File: src/hw/link_pm_lock_defs.vh
// constants for the pcie link power state lock
// ****************************************************************
// How it works
// - after lane init, link enters and holds L0
// - never start power state transitions; no idle detect
// - keep lanes in L0; never command L1/L2
// - aspm control field forced to zero
// - advertise field resets to L0s; zero clears it
// ****************************************************************
`ifndef LINK_PM_LOCK_DEFS_VH
`define LINK_PM_LOCK_DEFS_VH

// link power states
`define LPS_W          3
`define LPS_DETECT     3'h0
`define LPS_TRAIN      3'h1
`define LPS_L0         3'h2
`define LPS_L0S        3'h3
`define LPS_L1         3'h4
`define LPS_L2         3'h5
`define LPS_OFF        3'h6

// aspm field encodings, two bits each
`define ASPM_W         2
`define ASPM_NONE      2'h0
`define ASPM_L0S       2'h1
`define ASPM_L1        2'h2
`define ASPM_BOTH      2'h3
`define ASPM_ADV_RESET 2'h1
`define ASPM_CTL_RESET 2'h0

// field positions inside the capability and control words
`define CAP_ASPM_LSB   10
`define CTL_ASPM_LSB   0
`define REG_W          32

// pin synchroniser slots
`define PIN_N          2
`define PIN_INIT       0
`define PIN_EIOS       1

`endif

File: src/hw/pcie_link_power_state_lock.v
// link power state lock: holds the pcie link in L0 once lanes are up
`timescale 1ns/100ps
`default_nettype none
`include "link_pm_lock_defs.vh"
module pcie_link_power_state_lock
(
  input  wire              clk_sys,
  input  wire              rst_n,
  input  wire              lane_init_done,
  input  wire              sys_power_down,
  input  wire              sw_pm_req,
  input  wire [`LPS_W-1:0] sw_pm_state,
  input  wire              aspm_entry_req,
  input  wire              partner_eios,
  input  wire              adv_wr,
  input  wire [`ASPM_W-1:0] adv_wr_data,
  input  wire              ctl_wr,
  input  wire [`ASPM_W-1:0] ctl_wr_data,
  output reg  [`LPS_W-1:0] link_state_q,
  output reg               link_up_q,
  output reg               pm_req_blocked_q,
  output reg               partner_violation_q,
  output reg  [`ASPM_W-1:0] aspm_control_field_q,
  output reg  [`ASPM_W-1:0] aspm_support_advertise_field_q,
  output reg  [`REG_W-1:0] link_capability_reg_q
);
  // ****************************************************************
  // pin synchronisers
  // ****************************************************************
  // one synchroniser per pin, each slot named in the constants
  wire [`PIN_N-1:0] pin_raw;
  wire [`PIN_N-1:0] pin_s;
  wire              init_done_s;
  wire              eios_s;

  assign pin_raw[`PIN_INIT] = lane_init_done;
  assign pin_raw[`PIN_EIOS] = partner_eios;

  genvar g;
  generate
    for (g = 0; g < `PIN_N; g = g + 1)
    begin : g_sync
      pin_sync3 u_sync
      (
        .clk_sys (clk_sys),
        .rst_n   (rst_n),
        .pin_in  (pin_raw[g]),
        .level_q (pin_s[g])
      );
    end
  endgenerate

  assign init_done_s = pin_s[`PIN_INIT];
  assign eios_s      = pin_s[`PIN_EIOS];

  // ****************************************************************
  // link power state machine
  // ****************************************************************
  // low power codes are named only so that they can be refused
  localparam [`LPS_W-1:0] ST_DETECT = `LPS_DETECT;
  localparam [`LPS_W-1:0] ST_TRAIN  = `LPS_TRAIN;
  localparam [`LPS_W-1:0] ST_L0     = `LPS_L0;
  localparam [`LPS_W-1:0] ST_L0S    = `LPS_L0S;
  localparam [`LPS_W-1:0] ST_L1     = `LPS_L1;
  localparam [`LPS_W-1:0] ST_L2     = `LPS_L2;
  localparam [`LPS_W-1:0] ST_OFF    = `LPS_OFF;

  reg [`LPS_W-1:0] state_d;
  reg              link_up_d;

  always @*
  begin
    state_d = link_state_q;
    case (link_state_q)
      ST_DETECT:
      begin
        state_d = ST_TRAIN;
      end
      ST_TRAIN:
      begin
        if (init_done_s)
          state_d = ST_L0;
      end
      ST_L0:
      begin
        // only a full system power down leaves L0; no idle detect exists
        if (sys_power_down)
          state_d = ST_OFF;
      end
      ST_OFF:
      begin
        if (!sys_power_down)
          state_d = ST_DETECT;
      end
      ST_L0S, ST_L1, ST_L2:
      begin
        // never entered; recover to L0 should an upset land here
        state_d = ST_L0;
      end
      default:
      begin
        state_d = ST_DETECT;
      end
    endcase
    if (sys_power_down && link_state_q != ST_L0)
      state_d = ST_OFF;
    link_up_d = (state_d == ST_L0);
  end

  always @(posedge clk_sys or negedge rst_n)
  begin
    if (!rst_n)
      link_state_q <= ST_DETECT;
    else
      link_state_q <= state_d;
  end

  // taken from the next state so the flag never lags the state output
  always @(posedge clk_sys or negedge rst_n)
  begin
    if (!rst_n)
      link_up_q <= 1'b0;
    else
      link_up_q <= link_up_d;
  end

  // ****************************************************************
  // transition requests: refused, flagged sticky until power down
  // ****************************************************************
  wire sw_bad     = sw_pm_req && (sw_pm_state != ST_L0);
  wire eios_in_l0 = eios_s && (link_state_q == ST_L0);
  reg  pm_req_blocked_d;
  reg  partner_violation_d;

  // set wins over the power-down clear, so a request made in the
  // power-down cycle is never lost
  always @*
  begin
    pm_req_blocked_d = pm_req_blocked_q;
    if (sw_bad || aspm_entry_req)
      pm_req_blocked_d = 1'b1;
    else if (sys_power_down)
      pm_req_blocked_d = 1'b0;
  end

  // partner sent eios while the link should be in L0
  always @*
  begin
    partner_violation_d = partner_violation_q;
    if (eios_in_l0)
      partner_violation_d = 1'b1;
    else if (sys_power_down)
      partner_violation_d = 1'b0;
  end

  always @(posedge clk_sys or negedge rst_n)
  begin
    if (!rst_n)
      pm_req_blocked_q <= 1'b0;
    else
      pm_req_blocked_q <= pm_req_blocked_d;
  end

  always @(posedge clk_sys or negedge rst_n)
  begin
    if (!rst_n)
      partner_violation_q <= 1'b0;
    else
      partner_violation_q <= partner_violation_d;
  end

  // ****************************************************************
  // aspm fields
  // ****************************************************************
  reg [`ASPM_W-1:0] aspm_control_field_d;
  reg [`ASPM_W-1:0] aspm_support_advertise_field_d;
  reg [`REG_W-1:0]  link_capability_reg_d;

  // control writes accepted but any enable bit is dropped, so no
  // write can arm an entry that would hang the link
  always @*
  begin
    aspm_control_field_d = aspm_control_field_q;
    if (ctl_wr)
      aspm_control_field_d = ctl_wr_data & `ASPM_NONE;
  end

  always @*
  begin
    aspm_support_advertise_field_d = aspm_support_advertise_field_q;
    if (adv_wr)
      aspm_support_advertise_field_d = adv_wr_data;
  end

  // capability word carries the advertise field one cycle late
  always @*
  begin
    link_capability_reg_d = {`REG_W{1'b0}};
    link_capability_reg_d[`CAP_ASPM_LSB+`ASPM_W-1:`CAP_ASPM_LSB] =
      aspm_support_advertise_field_q;
  end

  always @(posedge clk_sys or negedge rst_n)
  begin
    if (!rst_n)
      aspm_control_field_q <= `ASPM_CTL_RESET;
    else
      aspm_control_field_q <= aspm_control_field_d;
  end

  always @(posedge clk_sys or negedge rst_n)
  begin
    if (!rst_n)
      aspm_support_advertise_field_q <= `ASPM_ADV_RESET;
    else
      aspm_support_advertise_field_q <= aspm_support_advertise_field_d;
  end

  always @(posedge clk_sys or negedge rst_n)
  begin
    if (!rst_n)
      link_capability_reg_q <= {`REG_W{1'b0}};
    else
      link_capability_reg_q <= link_capability_reg_d;
  end
endmodule
`default_nettype wire

File: src/hw/pin_sync3.v
// three-stage synchroniser with agreement check for pin inputs
`timescale 1ns/100ps
`default_nettype none
module pin_sync3
(
  input  wire clk_sys,
  input  wire rst_n,
  input  wire pin_in,
  output reg  level_q
);
  reg s1_q;
  reg s2_q;
  reg s3_q;

  // s1 only feeds s2; change counts once s2 and s3 agree
  always @(posedge clk_sys or negedge rst_n)
  begin
    if (!rst_n)
    begin
      s1_q    <= 1'b0;
      s2_q    <= 1'b0;
      s3_q    <= 1'b0;
      level_q <= 1'b0;
    end
    else
    begin
      s1_q <= pin_in;
      s2_q <= s1_q;
      s3_q <= s2_q;
      if (s2_q == s3_q)
        level_q <= s3_q;
    end
  end
endmodule
`default_nettype wire

File: config.mk
export PLATFORM = sky130hd
export DESIGN_NAME = pcie_link_power_state_lock
export DESIGN_NICKNAME = d
export VERILOG_FILES = /design/src/hw/pcie_link_power_state_lock.v /design/src/hw/pin_sync3.v
export VERILOG_INCLUDE_DIRS = /design/src /design/src/hw
export SDC_FILE = /design/constraint.sdc
export NUM_CORES = 1
export LEC_CHECK = 0
export BUFFER_PORTS_ARGS = -buffer_cell sky130_fd_sc_hd__buf_2
export CORE_ASPECT_RATIO = 1.75
export CORE_MARGIN = 10
export CORE_UTILIZATION = 35
export CTS_BUF_LIST = sky130_fd_sc_hd__clkbuf_8
export CTS_CLUSTER_SIZE = 24
export DETAILED_ROUTE_END_ITERATION = 8
export MAX_ROUTING_LAYER = met4
export PLACE_DENSITY = 0.71
export SETUP_SLACK_MARGIN = 0.05
export SKIP_LAST_GASP = 1
export SYNTH_ARGS = -nofsm -noshare
export SYNTH_HDL_FRONTEND = slang
export SYNTH_SLANG_ARGS = --single-unit
File: constraint.sdc
create_clock -name clk_sys -period 1.2 [get_ports clk_sys]
set_input_delay 0.06 -clock clk_sys [delete_from_list [all_inputs] [get_ports clk_sys]]
set_output_delay 0.06 -clock clk_sys [all_outputs]
set_load 0.005 [all_outputs]
==> impl_metrics.toml <==
[run_status]
status = "completed"

[yosys]
seq_area_frac_synth_pct = 55.62
syn-cell-area_um2 = 812.0
synthDistinctLibCells = 16
ys_async_sr_fraction_pct = 100.0
syn_area_per_cell_um2 = 12.30
synth_edf_count = 0
ys_ff_latch = 18
synth_cells = 66
yosysWarnings = 0
synth_flop_cell = "dfrtp_1"

[layout]
insertedDiodeCount = 0
post_route_cells_drive_above_1_share_pct = 31.91
final_cell_mix = "conb_1 (32), buf_2 (22), dfrtp_1 (17)"
design_area_um2 = 925.9
finalNetCount = 111
final_common_cell = "conb_1"
post-route-util_pct = 41.25
fin_cells = 119
area.growth.synth_to_final_pct = 14.02

[route]
avgRoutedWirePerCell_um = 13.03
viasPerCell = 3.882
vias = 462
drt-total-wl_um = 1550
drt-pass1-iter-count = 2
postRouteAntennaNets = 0
initialDrtViolationCount = 3
drcViolationCount = 0

[flow_run]
cap_viol_max_count = 0

[timing]
finalSetupViolCount = 0
hold_viol_final = 0
fin_worst_skew_ns = 0.001404
rsz0062_at_grt = "false"
clock.fmax_mhz = 1048
post-route-min-period_ns = 0.9546
min_period_over_period_pct = 79.55
report.final.slew_viol_count = 0
setup_tns_ns = 0

[worst_setup_path]
cp-start-kind = "input pin"
cp.arrival_ns = 1.08
crit_type = "in -> reg"
worstPathRequired_ns = 1.33
cp_max_fo = 4
end_kind = "flip-flop"

[pwr]
powerDensity_nw_per_um2 = 1384
leakage_uw = 0.0004906
peakVddDrop_v = 0.0007045

[floorplanning]
core_area_um2 = 2245
ios = 58
die_w_um = 56.41
num_rows = 23
start_util_pct = 36.18
die_h_um = 83.72
dieArea_um2 = 4723

[grt]
antenna_found_initial = 0
grt_max_degree = 19
grt_pass1_wl_um = 2532
grt_pass1_vias = 557
overflow = 0
grt_usage_pct = 6.815

[clock_network]
clock-sinks = 18
clk_path_buf_depth = 2
clk_latency_ns = 0.24
h-tree-depth = 1
cts_made_buffers = 3
cts_tree = "yes"
cts.clk_slew.worst_paths_ns = 0.06
root_buffer = "clkbuf_8"

[place]
port-buffer-count = 22
place_area_um2 = 825.8
gp_congestion = 0.7599
dpl.cell_count = 111
dp_hpwl_um = 1367

[min_path]
min_path_type = "in -> reg"
## worst max-delay path: stages
cell and delay, ns:
dlygate4sd3_1 0.52, buf_2 0.12, inv_1 0.07, a221o_1 0.31
## power breakdown
part	internal [uW]	switching (uW)	leakage, uW
clock network	291	177	0.0000288
logic	62.0	74.0	0.000252
registers	654	23.7	0.000210
## through the flow
| stage | hold WS, ns | total power [uW] | worst slack (ns) |
|---|---|---|---|
| 2_1_floorplan | -0.2356 | 814.8 | 0.2778 |
| 3_5_place_dp | -0.002882 | 810.3 | 0.1768 |
| 6_report | 0.01332 | 1282 | 0.2454 |
| 3_3_place_gp | -0.005832 | 803.0 | 0.2206 |
| 5_1_grt | 0.02197 | 1356 | 0.1793 |
| 4_1_cts | 0.01582 | 1289 | 0.1592 |
## cell type report
cell class | instances | area (um^2)
sequential | 18 | 451.7
multi-input combinational | 45 | 234.0
timing repair buffer | 26 | 150.1
tap | 25 | 31.28
clock buffer | 4 | 55.05
fill | 235 | 1319
inverter | 1 | 3.754
## what timing repair did
action	4_1_cts	5_1_grt
gates resized for setup	0	1
endpoints found under the hold margin	20	0
setup endpoints to repair	0	1
setup buffers	0	0
hold buffers	4	0
## kinds of logic (layout without fill, tap and decap cells)
kind of cell	Yosys count	after routing	synth area share (%)
other	1	32	0.4618
multiplexers	2	2	2.773
AND/OR/NAND/NOR	5	5	4.468
buffers and inverters	34	31	30.51
AO/OA/AOI/OAI	4	4	3.698
adder cells (fa/ha/maj)	2	2	2.465
flip-flops	18	18	55.62
## path summary, 6_finish.rpt
kind | cells past startpoint | from | endpoint | slack, ns
worst min register to register | 0 | g_sync[0].u_sync.s1_q | g_sync[0].u_sync.s2_q | 0.35
max in group asynchronous | 2 | rst_n | aspm_support_advertise_field_q[0] | 0.64
worst max-delay path | 4 | sys_power_down | pm_req_blocked_q | 0.25
min in group asynchronous | 2 | rst_n | g_sync[0].u_sync.s3_q | 0.26
worst max register to register | 2 | link_state_q[2] | link_state_q[1] | 0.26
worst min-delay path | 2 | aspm_entry_req | pm_req_blocked_q | 0.01
## cells in the mapped netlist (2+ instances only)
cell type	instances	area, um^2
buf_4	32	240.2
and2_1	2	12.51
dfrtp_1	17	425.4
maj3_1	2	20.02
mux2_2	2	22.52
## flip-flops by register name, indices dropped and copies added, names as in the netlist
| signal | count |
|---|---|
| g_sync.u_sync.level_q | 2 |
| g_sync.u_sync.s3_q | 2 |
| aspm_support_advertise_field_q | 2 |
| g_sync.u_sync.s1_q | 2 |
| link_capability_reg_q | 2 |
| pm_req_blocked_q | 1 |
| link_up_q | 1 |
| link_state_q | 3 |
| g_sync.u_sync.s2_q | 2 |
| partner_violation_q | 1 |
## metal layers
layer,share of wire (%),wire length (um),vias to the layer above,global-route usage (%)
met2,48,745,37,11.25
met5,0,0,-,-
li1,-,-,203,-
met4,1.9,29,0,3.077
met3,9.7,151,6,3.659
met1,40,625,216,6.283
No activity file was read; power rests on OpenSTA's default activity.
